`src/core/tmir_defs.svh`:
```
// Register offsets, field positions, reset values and masks of the timer control block
`ifndef TMIR_DEFS_SVH
`define TMIR_DEFS_SVH

// ----------------------------------------
// Register addresses
// ----------------------------------------
`define TMIR_ISC_ADDR 16'hFF4F
`define TMIR_TMC0_ADDR 16'hFF6B
`define TMIR_TMC1_ADDR 16'hFF43
`define TMIR_TMC2_ADDR 16'hFF44
`define TMIR_CMP0_ADDR 16'hFF45
`define TMIR_CMP1_ADDR 16'hFF46
`define TMIR_CMP2_ADDR 16'hFF47
`define TMIR_CNT0_ADDR 16'hFF48
`define TMIR_CNT1_ADDR 16'hFF49
`define TMIR_CNT2_ADDR 16'hFF4A

// ----------------------------------------
// Input switch fields
// ----------------------------------------
`define TMIR_ISC_PAIR_HI 5
`define TMIR_ISC_PAIR_LO 4
`define TMIR_ISC_RX_EN 3
`define TMIR_ISC_GATE 2
`define TMIR_ISC_CAP 1
`define TMIR_ISC_IRQ 0
`define TMIR_ISC_RMASK 8'h3F
`define TMIR_ISC_RESET 8'h00

// ----------------------------------------
// Mode control fields
// ----------------------------------------
`define TMIR_TMC_CE 7
`define TMIR_TMC_LVS 3
`define TMIR_TMC_LVR 2
`define TMIR_TMC_INV 1
`define TMIR_TMC_RMASK 8'h82
`define TMIR_TMC_RESET 8'h00
`define TMIR_CMP_RESET 8'h00

`endif

```
`src/core/tmir_pkg.sv`:
```
// Types shared by the timer control block
package tmir_pkg;
   typedef enum logic [1:0] {
      TMIR_PAIR_DEFAULT = 2'h0,
      TMIR_PAIR_ALT = 2'h2
   } tmir_pin_pair_t;

   typedef enum logic [1:0] {
      TMIR_LVL_KEEP = 2'h0,
      TMIR_LVL_CLEAR = 2'h1,
      TMIR_LVL_SET = 2'h2,
      TMIR_LVL_BAD = 2'h3
   } tmir_lvl_t;
endpackage

```
`src/core/tmir_top.sv`:
```
// Timer mode control and input routing block with its register port
//
// Contract
// - Input switch register resets to zero
// - Capture input from own pin or serial receive
// - Pin pair: 00 default, 10 alternate only
// - Gate enable gates channel 2 events
// - Interrupt zero from own pin or serial receive
// - Routed serial receive uses selected pin pair
// - Three channels: counter, compare, timer output
// - Channel 2 counts events, cascades to wide timer
// - Mode control registers reset to zero
// - Count enable zero clears and stops counter
// - Level field: keep, clear, set; 11 banned
// - Level set and clear bits read zero
// - Registers take bit and byte writes
`include "tmir_defs.svh"

module tmir_top #(
   parameter int NCH = 3,
   parameter int WIDTH = 8
) (
   input wire logic core_clk_i,
   input wire logic rstn_i,
   input wire logic [15:0] bus_addr_i,
   input wire logic [7:0] bus_wdata_i,
   input wire logic bus_wr_i,
   input wire logic bus_bit_i,
   input wire logic [2:0] bus_bit_sel_i,
   input wire logic bus_rd_i,
   output logic [7:0] bus_rdata_o,
   input wire logic capture_event_input_i,
   input wire logic external_irq_zero_i,
   input wire logic serial_receive_line_dflt_i,
   input wire logic serial_receive_line_alt_i,
   input wire logic serial_transmit_line_i,
   input wire logic [NCH-1:0] channel_timer_input_i,
   input wire logic gating_timer_output_i,
   input wire logic [NCH-1:0] count_tick_i,
   input wire logic ch2_event_mode_i,
   output logic capture_event_o,
   output logic external_irq_zero_o,
   output logic serial_receive_line_o,
   output logic serial_transmit_line_dflt_o,
   output logic serial_transmit_line_alt_o,
   output logic [NCH-1:0] channel_out_o,
   output logic [NCH-1:0] channel_match_o,
   output logic cascade_carry_o
);

   // ----------------------------------------
   // Address decode helpers
   // ----------------------------------------
   function automatic logic [15:0] mode_addr(input int n);
      case (n)
         0: mode_addr = `TMIR_TMC0_ADDR;
         1: mode_addr = `TMIR_TMC1_ADDR;
         default: mode_addr = `TMIR_TMC2_ADDR;
      endcase
   endfunction

   function automatic logic [15:0] cmp_addr(input int n);
      case (n)
         0: cmp_addr = `TMIR_CMP0_ADDR;
         1: cmp_addr = `TMIR_CMP1_ADDR;
         default: cmp_addr = `TMIR_CMP2_ADDR;
      endcase
   endfunction

   function automatic logic [15:0] cnt_addr(input int n);
      case (n)
         0: cnt_addr = `TMIR_CNT0_ADDR;
         1: cnt_addr = `TMIR_CNT1_ADDR;
         default: cnt_addr = `TMIR_CNT2_ADDR;
      endcase
   endfunction

   // Byte write, or one bit replaced in the old value
   function automatic logic [7:0] merge(input logic [7:0] old, input logic [7:0] wd,
                                        input logic bitm, input logic [2:0] sel);
      logic [7:0] r;
      r = wd;
      if (bitm) begin
         r = old;
         r[sel] = wd[sel];
      end
      merge = r;
   endfunction

   // ----------------------------------------
   // Registers
   // ----------------------------------------
   logic [7:0] isc_ff;
   logic [7:0] mode_ff [NCH];
   logic [WIDTH-1:0] cmp_ff [NCH];
   logic [WIDTH-1:0] count_w [NCH];
   logic [NCH-1:0] lvl_set_w;
   logic [NCH-1:0] lvl_clr_w;
   logic [NCH-1:0] tick_w;
   logic [NCH-1:0] out_w;
   logic [NCH-1:0] match_w;
   logic isc_wr;
   logic [7:0] nxt_isc;
   logic [7:0] nxt_rdata;

   assign isc_wr = bus_wr_i && (bus_addr_i == `TMIR_ISC_ADDR);
   assign nxt_isc = merge(isc_ff, bus_wdata_i, bus_bit_i, bus_bit_sel_i);

   always_ff @(posedge core_clk_i) begin
      if (!rstn_i) begin
         isc_ff <= `TMIR_ISC_RESET;
      end else if (isc_wr) begin
         isc_ff <= nxt_isc & `TMIR_ISC_RMASK;
      end
   end

   // ----------------------------------------
   // Per-channel mode and compare registers
   // ----------------------------------------
   genvar g;
   generate
      for (g = 0; g < NCH; g++) begin : g_regs
         logic mode_wr;
         logic cmp_wr;
         logic [7:0] nxt_mode;
         tmir_pkg::tmir_lvl_t lvl;

         assign mode_wr = bus_wr_i && (bus_addr_i == mode_addr(g));
         assign cmp_wr = bus_wr_i && (bus_addr_i == cmp_addr(g));
         assign nxt_mode = merge(mode_ff[g], bus_wdata_i, bus_bit_i, bus_bit_sel_i);
         assign lvl = tmir_pkg::tmir_lvl_t'({nxt_mode[`TMIR_TMC_LVS],
                                             nxt_mode[`TMIR_TMC_LVR]});
         assign lvl_set_w[g] = mode_wr && (lvl == tmir_pkg::TMIR_LVL_SET);
         assign lvl_clr_w[g] = mode_wr && (lvl == tmir_pkg::TMIR_LVL_CLEAR);

         always_ff @(posedge core_clk_i) begin
            if (!rstn_i) begin
               mode_ff[g] <= `TMIR_TMC_RESET;
            end else if (mode_wr) begin
               mode_ff[g] <= nxt_mode & `TMIR_TMC_RMASK;
            end
         end

         always_ff @(posedge core_clk_i) begin
            if (!rstn_i) begin
               cmp_ff[g] <= `TMIR_CMP_RESET;
            end else if (cmp_wr) begin
               cmp_ff[g] <= merge(cmp_ff[g], bus_wdata_i, bus_bit_i, bus_bit_sel_i);
            end
         end
      end
   endgenerate

   // ----------------------------------------
   // Read port
   // ----------------------------------------
   always_comb begin
      nxt_rdata = 8'h00;
      if (bus_addr_i == `TMIR_ISC_ADDR) begin
         nxt_rdata = isc_ff;
      end
      for (int i = 0; i < NCH; i++) begin
         if (bus_addr_i == mode_addr(i)) begin
            nxt_rdata = mode_ff[i] & `TMIR_TMC_RMASK;
         end
         if (bus_addr_i == cmp_addr(i)) begin
            nxt_rdata = cmp_ff[i];
         end
         if (bus_addr_i == cnt_addr(i)) begin
            nxt_rdata = count_w[i];
         end
      end
   end

   always_ff @(posedge core_clk_i) begin
      if (!rstn_i) begin
         bus_rdata_o <= 8'h00;
      end else if (bus_rd_i) begin
         bus_rdata_o <= nxt_rdata;
      end
   end

   // ----------------------------------------
   // Pin synchronisers
   // ----------------------------------------
   logic cap_s;
   logic irq_s;
   logic rxd_s;
   logic rxa_s;
   logic [NCH-1:0] ti_s;

   tmir_sync #(.WIDTH(4 + NCH)) u_sync (
      .core_clk_i(core_clk_i),
      .rstn_i(rstn_i),
      .async_i({capture_event_input_i, external_irq_zero_i, serial_receive_line_dflt_i,
                serial_receive_line_alt_i, channel_timer_input_i}),
      .sync_o({cap_s, irq_s, rxd_s, rxa_s, ti_s})
   );

   // ----------------------------------------
   // Input routing
   // ----------------------------------------
   tmir_pkg::tmir_pin_pair_t pair;
   logic rx_sel;

   assign pair = tmir_pkg::tmir_pin_pair_t'({isc_ff[`TMIR_ISC_PAIR_HI],
                                             isc_ff[`TMIR_ISC_PAIR_LO]});

   // Receive line taken from the alternate pair, or from the default pair when receive enable is set; idle high otherwise
   always_comb begin
      case (pair)
         tmir_pkg::TMIR_PAIR_DEFAULT: rx_sel = rxd_s | ~isc_ff[`TMIR_ISC_RX_EN];
         tmir_pkg::TMIR_PAIR_ALT: rx_sel = rxa_s;
         default: rx_sel = 1'b1;
      endcase
   end

   always_ff @(posedge core_clk_i) begin
      if (!rstn_i) begin
         capture_event_o <= 1'b0;
         external_irq_zero_o <= 1'b0;
         serial_receive_line_o <= 1'b1;
      end else begin
         capture_event_o <= isc_ff[`TMIR_ISC_CAP] ? rx_sel : cap_s;
         external_irq_zero_o <= isc_ff[`TMIR_ISC_IRQ] ? rx_sel : irq_s;
         serial_receive_line_o <= rx_sel;
      end
   end

   // ----------------------------------------
   // Transmit pin steering
   // ----------------------------------------
   always_ff @(posedge core_clk_i) begin
      if (!rstn_i) begin
         serial_transmit_line_dflt_o <= 1'b1;
         serial_transmit_line_alt_o <= 1'b1;
      end else begin
         serial_transmit_line_dflt_o <= (pair == tmir_pkg::TMIR_PAIR_DEFAULT) ?
                                        serial_transmit_line_i : 1'b1;
         serial_transmit_line_alt_o <= (pair == tmir_pkg::TMIR_PAIR_ALT) ?
                                       serial_transmit_line_i : 1'b1;
      end
   end

   // ----------------------------------------
   // Channel 2 event input
   // ----------------------------------------
   logic ev_gated;
   logic ev_q_ff;

   assign ev_gated = ti_s[2] & (~isc_ff[`TMIR_ISC_GATE] | gating_timer_output_i);

   always_ff @(posedge core_clk_i) begin
      if (!rstn_i) begin
         ev_q_ff <= 1'b0;
      end else begin
         ev_q_ff <= ev_gated;
      end
   end

   always_comb begin
      tick_w = count_tick_i;
      tick_w[2] = ch2_event_mode_i ? (ev_gated & ~ev_q_ff) : count_tick_i[2];
   end

   // ----------------------------------------
   // Channels
   // ----------------------------------------
   generate
      for (g = 0; g < NCH; g++) begin : g_ch
         tmir_channel #(.WIDTH(WIDTH)) u_ch (
            .core_clk_i(core_clk_i),
            .rstn_i(rstn_i),
            .cnt_en_i(mode_ff[g][`TMIR_TMC_CE]),
            .inv_en_i(mode_ff[g][`TMIR_TMC_INV]),
            .lvl_set_i(lvl_set_w[g]),
            .lvl_clr_i(lvl_clr_w[g]),
            .tick_i(tick_w[g]),
            .cmp_i(cmp_ff[g]),
            .count_o(count_w[g]),
            .match_o(match_w[g]),
            .out_o(out_w[g])
         );
      end
   endgenerate

   // ----------------------------------------
   // Channel output registers
   // ----------------------------------------
   always_ff @(posedge core_clk_i) begin
      if (!rstn_i) begin
         channel_out_o <= '0;
         channel_match_o <= '0;
         cascade_carry_o <= 1'b0;
      end else begin
         channel_out_o <= out_w;
         channel_match_o <= match_w;
         cascade_carry_o <= match_w[2] & ch2_event_mode_i;
      end
   end
endmodule // tmir_top

```
`src/core/tmir_sync.sv`:
```
// Two-stage synchroniser for pin inputs
module tmir_sync #(
   parameter int WIDTH = 1
) (
   input wire logic core_clk_i,
   input wire logic rstn_i,
   input wire logic [WIDTH-1:0] async_i,
   output logic [WIDTH-1:0] sync_o
);
   logic [WIDTH-1:0] meta_ff;

   always_ff @(posedge core_clk_i) begin
      if (!rstn_i) begin
         meta_ff <= '0;
         sync_o <= '0;
      end else begin
         meta_ff <= async_i;
         sync_o <= meta_ff;
      end
   end
endmodule // tmir_sync

```
`src/core/tmir_channel.sv`:
```
// One 8-bit up counter with compare match and timer output flip-flop
module tmir_channel #(
   parameter int WIDTH = 8
) (
   input wire logic core_clk_i,
   input wire logic rstn_i,
   input wire logic cnt_en_i,
   input wire logic inv_en_i,
   input wire logic lvl_set_i,
   input wire logic lvl_clr_i,
   input wire logic tick_i,
   input wire logic [WIDTH-1:0] cmp_i,
   output logic [WIDTH-1:0] count_o,
   output logic match_o,
   output logic out_o
);
   logic hit;

   assign hit = cnt_en_i && tick_i && (count_o == cmp_i);

   // ----------------------------------------
   // Counter
   // ----------------------------------------
   always_ff @(posedge core_clk_i) begin
      if (!rstn_i) begin
         count_o <= '0;
      end else if (!cnt_en_i) begin
         count_o <= '0;
      end else if (hit) begin
         count_o <= '0;
      end else if (tick_i) begin
         count_o <= count_o + WIDTH'(1);
      end
   end

   always_ff @(posedge core_clk_i) begin
      if (!rstn_i) begin
         match_o <= 1'b0;
      end else begin
         match_o <= hit;
      end
   end

   // ----------------------------------------
   // Output flip-flop
   // ----------------------------------------
   always_ff @(posedge core_clk_i) begin
      if (!rstn_i) begin
         out_o <= 1'b0;
      end else if (lvl_set_i) begin
         out_o <= 1'b1;
      end else if (lvl_clr_i) begin
         out_o <= 1'b0;
      end else if (hit && inv_en_i) begin
         out_o <= ~out_o;
      end
   end
endmodule // tmir_channel

```
`config.mk`:
```
export PLATFORM = sky130hd
export DESIGN_NAME = tmir_top
export DESIGN_NICKNAME = d
export VERILOG_FILES = /design/src/core/tmir_pkg.sv /design/src/core/tmir_top.sv /design/src/core/tmir_sync.sv /design/src/core/tmir_channel.sv
export VERILOG_INCLUDE_DIRS = /design/src /design/src/core
export SDC_FILE = /design/constraint.sdc
export NUM_CORES = 1
export LEC_CHECK = 0
export CORE_UTILIZATION = 44
export DETAILED_ROUTE_END_ITERATION = 8
export DONT_BUFFER_PORTS = 1
export GPL_ROUTABILITY_DRIVEN = 1
export GPL_TIMING_DRIVEN = 0
export HOLD_SLACK_MARGIN = 0.06
export SYNTH_ARGS = -nofsm -noshare
export SYNTH_HDL_FRONTEND = slang
export SYNTH_SLANG_ARGS = --single-unit
```
`constraint.sdc`:
```
create_clock -name core_clk_i -period 3.8 [get_ports core_clk_i]
set_clock_uncertainty 0.05 [all_clocks]
set_input_delay 0.76 -clock core_clk_i [delete_from_list [all_inputs] [get_ports core_clk_i]]
set_output_delay 0.76 -clock core_clk_i [all_outputs]
set_load 0.01 [all_outputs]
```
# ---- Word-level counts from Yosys, hierarchy flattened
# Memory sizes are Yosys's and may differ from the RTL's.
# Cells that the tools add are included.
dict set report classes {
  n_addsub 3
  n_reduce_logical 32
  mux 72
  eq_ne 20
  magnitude_cmp 2
  bitwise_logic 21
}
# op n
set op_table {}
lappend op_table {{$mux W8} 24}
lappend op_table {{$eq A16 B16 Y1 const B} 10}
lappend op_table {{$bwmux W8} 7}
lappend op_table {{$mux W1} 33}
lappend op_table {{$add A8 B1 Y8 const B} 3}
lappend op_table {{$eq A8 B8 Y1} 3}
lappend op_table {{$logic_and A1 B1 Y1} 23}
lappend op_table {{$mux W6} 2}
lappend op_table {{$not A1 Y1} 10}
lappend op_table {{$reduce_bool A3 Y1} 3}
lappend op_table {{$reduce_or A3 Y1} 3}
lappend op_table {{$eq A2 B2 Y1 const B} 4}
lappend op_table {{$or A1 B1 Y1} 8}
lappend op_table {{$eq A2 B1 Y1 const B} 3}
lappend op_table {{$mux W2} 3}
lappend op_table {{$lt A3 B4 Y1 const B} 1}
lappend op_table {{$reduce_and A2 Y1} 2}
lappend op_table {{$and A1 B1 Y1} 3}
lappend op_table {{$bmux W1 S3} 1}
lappend op_table {{$demux W1 S3} 1}
lappend op_table {{$ge A3 B1 Y1 const B} 1}
lappend op_table {{$logic_not A2 Y1} 1}
lappend op_table {{$pmux W1 S2} 1}
dict set report word_totals {
  memories 2
  wordCells 174
  ramBits 30
  out_inout_bits 20
  reg_bits 71
}
# memory words width rd rd_clocked_by_memory_dff write_ports line
set memory_table {}
lappend memory_table {cmp_ff 3 8 3 0 3 tmir_top.sv:95} ;# logic [WIDTH-1:0] cmp_ff [NCH];
lappend memory_table {mode_ff 3 2 3 0 3 tmir_top.sv:94} ;# logic [7:0] mode_ff [NCH];

# ---- Depth between registers and ports, before layout
dict set report logic_depth {
  ltp_word 11
  mapped_depth 8
  depth_no_buf 6
}

# ---- Modules after synthesis
# Synthesis repeated with hierarchy kept, for this count alone.
dict set report hier_totals {
  hier_cells 589
  hier_area_um2 5303.8
}
# mod area_per_inst_um2 cells_per_inst n_inst
set modules_own_cells {}
lappend modules_own_cells {tmir_top 3339.5 386 1}
lappend modules_own_cells {tmir_channel 524.3 58 3}
lappend modules_own_cells {tmir_sync 391.6 29 1}

# ---- Least setup slack after synthesis
# OpenSTA, ideal clock, no wires.
dict set report synth_path {
  path_kind {input to register}
  from {input bus_addr_i[4]}
  to {memory cmp_ff[2][0], enable pin}
  cell_stages 5
  setup_time_ns 0.384
  n_path_buf 0
  path_slack_ns 0.716
  arrival_time_ns 2.650
  required_time_ns 3.366
  cell_sequence {or3b_4 -> or4_4 -> nor2_4 -> nand2_1 -> o21ai_0}
}
# element line
set synth_lines {}
lappend synth_lines {{start, declared} tmir_top.sv:25} ;# input wire logic [15:0] bus_addr_i,
lappend synth_lines {{end, declared} tmir_top.sv:95}

==> metrics <==
vias in the first global route 3910; routed length per instance approximately 20 µm; CTS Buf Count 9; # diodes 0; layout cell share with drive strength beyond 1 under 10%; Cells after Synth about 540; final setup vio count 0; chip height approximately 110 µm; full die area about 12000 µm²; routed vias/inst slightly above 6; row cnt 38; GRT Util Overall between 20 and 30%; post-synthesis sequential area ratio between 40% and 50%; buffers added on ports 0; antenna viol nets, final 0; Worst Tran Pin Value between 1 and 1.5 ns; Max Clock Freq just over 300 MHz; Mapped Nets between 500 and 600; post-CTS sizing 0; first-pass GRT wire length between 20000 and 25000 µm; max_slew headroom 5.298%; yosys synthesis warning count 0; ys async rst share 0%; number of antenna violations at the first check in global routing 0; Largest stage delay, worst path ~1.1 ns; Setup CP Type input pin to flip-flop; DRT iter0 DRCs ~350; die width 107.4 µm; Total Nets Final a little under 600; gr ovfl total 0; Post-CTS Setup Inserts 0; CTS Hold Bufs 0; initial core utilization 45.05%; post-layout min period between 3 and 4 ns; WP data arrival roughly 3.2 ns; post-DP HPWL 10450 µm; Worst Setup End Kind flip-flop; CTS root buf clkbuf_8; Worst-path clk slew roughly 0.10 ns; H-Tree Depth 3; Critical-path top delay cell o21ai_0; Synth Cell Area 4883 µm²; largest net degree at the start of global routing 16; Max Slew Vio Count 0; DRT Wirelength 14090 µm; CP max FO 8; Synth Flop Type dfxtp_1; drt first pass iters 5; vias roughly 4200; Skew-Pair Late Insertion Delay about 0.4 ns; RSZ-0062 raised after global routing false; worst hold path type flip-flop to flip-flop; final hold violations 0; CTS Sinks 97; Pwr Density around 370 nW/µm²; DRC violations left 0; EDFF count, synth 30; status complete, no violations; fin crit share 86.05%; critical-path cell list or3b_4 -> or4_4 -> nor2_4 -> nand2_1 -> o21ai_0; total power around 1900 µW; syn_area_per_cell ~9.1 µm²; CP required 3.75 ns; VDD IR-drop max approximately 250 µV; Area growth syn-to-layout 7.789%; synthesis-stage register bit count 97; Clock Path Buffers 2; Core ar. 10840 µm²; Final GP Congestion slightly above 0.9; num ports 65; startpoint types input pin; setup TNS 0 ns; CTS tree built; maxcap violations 0; Leak around 0.0017 µW; Distinct cells, synth 59
==> flip-flops by register name, summed over array words and instances (netlist names), 3 cells and up <==
signal and flops:
bus_rdata_o 8, channel_match_o 3, channel_out_o 3, cmp_ff 24, g_ch.u_ch.count_o 24, g_ch.u_ch.match_o 3
g_ch.u_ch.out_o 3, isc_ff 6, mode_ff 6, u_sync.meta_ff 5, u_sync.sync_o 5
==> cells in the final DEF (no fill, tap or decap), drive strengths merged, types with 4 or more instances in the layout <==
cell type   n
nand4      17
edfxtp     30
nor2       52
nand2b      7
o2bb2ai     5
a21oi      44
o21ai      15
dfxtp      67
nand3      24
nor3        5
nand2      59
o221ai      6
a31oi       4
and2       23
nor2b      10
xnor2      30
a22oi      10
o22ai      17
o211ai      6
nand3b      4
and3        8
xor2       18
clkinv      4
nor4        5
mux2i       7
clkbuf     31
inv        13
==> per-stage QoR <==
| step | instances | setup WS, ns | util (%) | hold WS (ns) | cell area (µm²) |
|---|---|---|---|---|---|
| 5_1_grt | 693 | 0.5217 | 48.56 | 0.4027 | 5264 |
| 2_1_floorplan | 537 | 0.7158 | - | 0.3619 | 4883 |
| 4_1_cts | 693 | 0.4729 | 48.51 | 0.3932 | 5259 |
| 6_report | 693 | 0.5299 | 48.56 | 0.3889 | 5264 |
| 3_3_place_gp | 677 | 0.1294 | 46.66 | 0.3644 | 5059 |
| 3_5_place_dp | 677 | 0.06427 | 46.66 | 0.3696 | 5059 |
==> final timing paths <==
| kind | startpoint | endpoint | slack (ns) | depth (start not counted) |
|---|---|---|---|---|
| max | bus_addr_i[4] | cmp_ff[2][0] | 0.53 | 5 |
| max reg2reg | g_ch[2].u_ch.count_o[4] | g_ch[2].u_ch.count_o[2] | 1.79 | 6 |
| min | g_ch[0].u_ch.match_o | channel_match_o[0] | 0.39 | 1 |
| min reg2reg | g_ch[0].u_ch.match_o | channel_match_o[0] | 0.39 | 1 |
==> final cells by class <==
cell class,count,area (µm²)
well taps,140,175.2
plain buffers,22,87.58
flip-flops and latches,97,2242
multi-input cells,405,2510
clock buffers,12,176.4
inverters,13,48.80
clock inverters,4,23.77
fillers,1056,5577
==> critical path, delay by kind of cell <==
kind	cells	cell delay, ns
and+or+nand+nor	4	1.30
AOI/OAI and AO/OA	1	1.13
==> per-layer routing <==
| metal | share of wire [%] | GRT usage (%) |
|---|---|---|
| met5 | 0 | 0 |
| met3 | 8.6 | 6.961 |
| met1 | 43 | 33.26 |
| met2 | 44 | 38.43 |
| met4 | 3.6 | 13.60 |
==> Yosys cell counts, types with 2 or more instances <==
cell / instances / area [µm²]
dfxtp_1: 67 / 1341
nand2_1: 58 / 217.7
nor2_1: 51 / 191.4
a21oi_1: 43 / 215.2
edfxtp_1: 30 / 900.9
xnor2_1: 30 / 262.8
and2_1: 23 / 143.9
nand3_1: 22 / 110.1
clkbuf_1: 19 / 71.32
xor2_1: 18 / 157.7
nand4_1: 17 / 106.4
o22ai_1: 17 / 106.4
inv_1: 13 / 48.80
o21ai_0: 12 / 60.06
a22oi_1: 10 / 75.07
nor2b_1: 10 / 62.56
and3_1: 8 / 50.05
mux2i_1: 7 / 70.07
nand2b_1: 7 / 43.79
o221ai_1: 6 / 52.55
nor3_1: 5 / 25.02
o211ai_1: 5 / 37.54
o2bb2ai_1: 5 / 43.79
a31oi_1: 4 / 25.02
nand3b_1: 4 / 30.03
and4_1: 3 / 26.28
ha_1: 3 / 37.54
o21ai_1: 3 / 15.01
a21boi_1: 2 / 15.01
nor4_2: 2 / 25.02
nor4_4: 2 / 42.54
o211a_1: 2 / 20.02
o21bai_1: 2 / 15.01
o31ai_1: 2 / 15.01
==> cell families (layout without fill, tap and decap cells) <==
group / Yosys count / count (layout) / share of synthesized area, %
muxes: 7 / 7 / 1.435
DFF: 97 / 97 / 45.91
and+or+nand+nor: 225 / 225 / 24.60
buffers and inverters: 35 / 51 / 2.793
adders and majority gates: 3 / 3 / 0.7687
AOI/OAI and AO/OA: 122 / 122 / 15.89
xor gates and xnor gates: 48 / 48 / 8.609
==> power breakdown <==
group | internal (µW) | switching (µW)
Combinational | 48.0 | 101
Clock | 312 | 370
Sequential | 1080 | 21.1
Note: power is estimated with default switching activity, not from simulation.
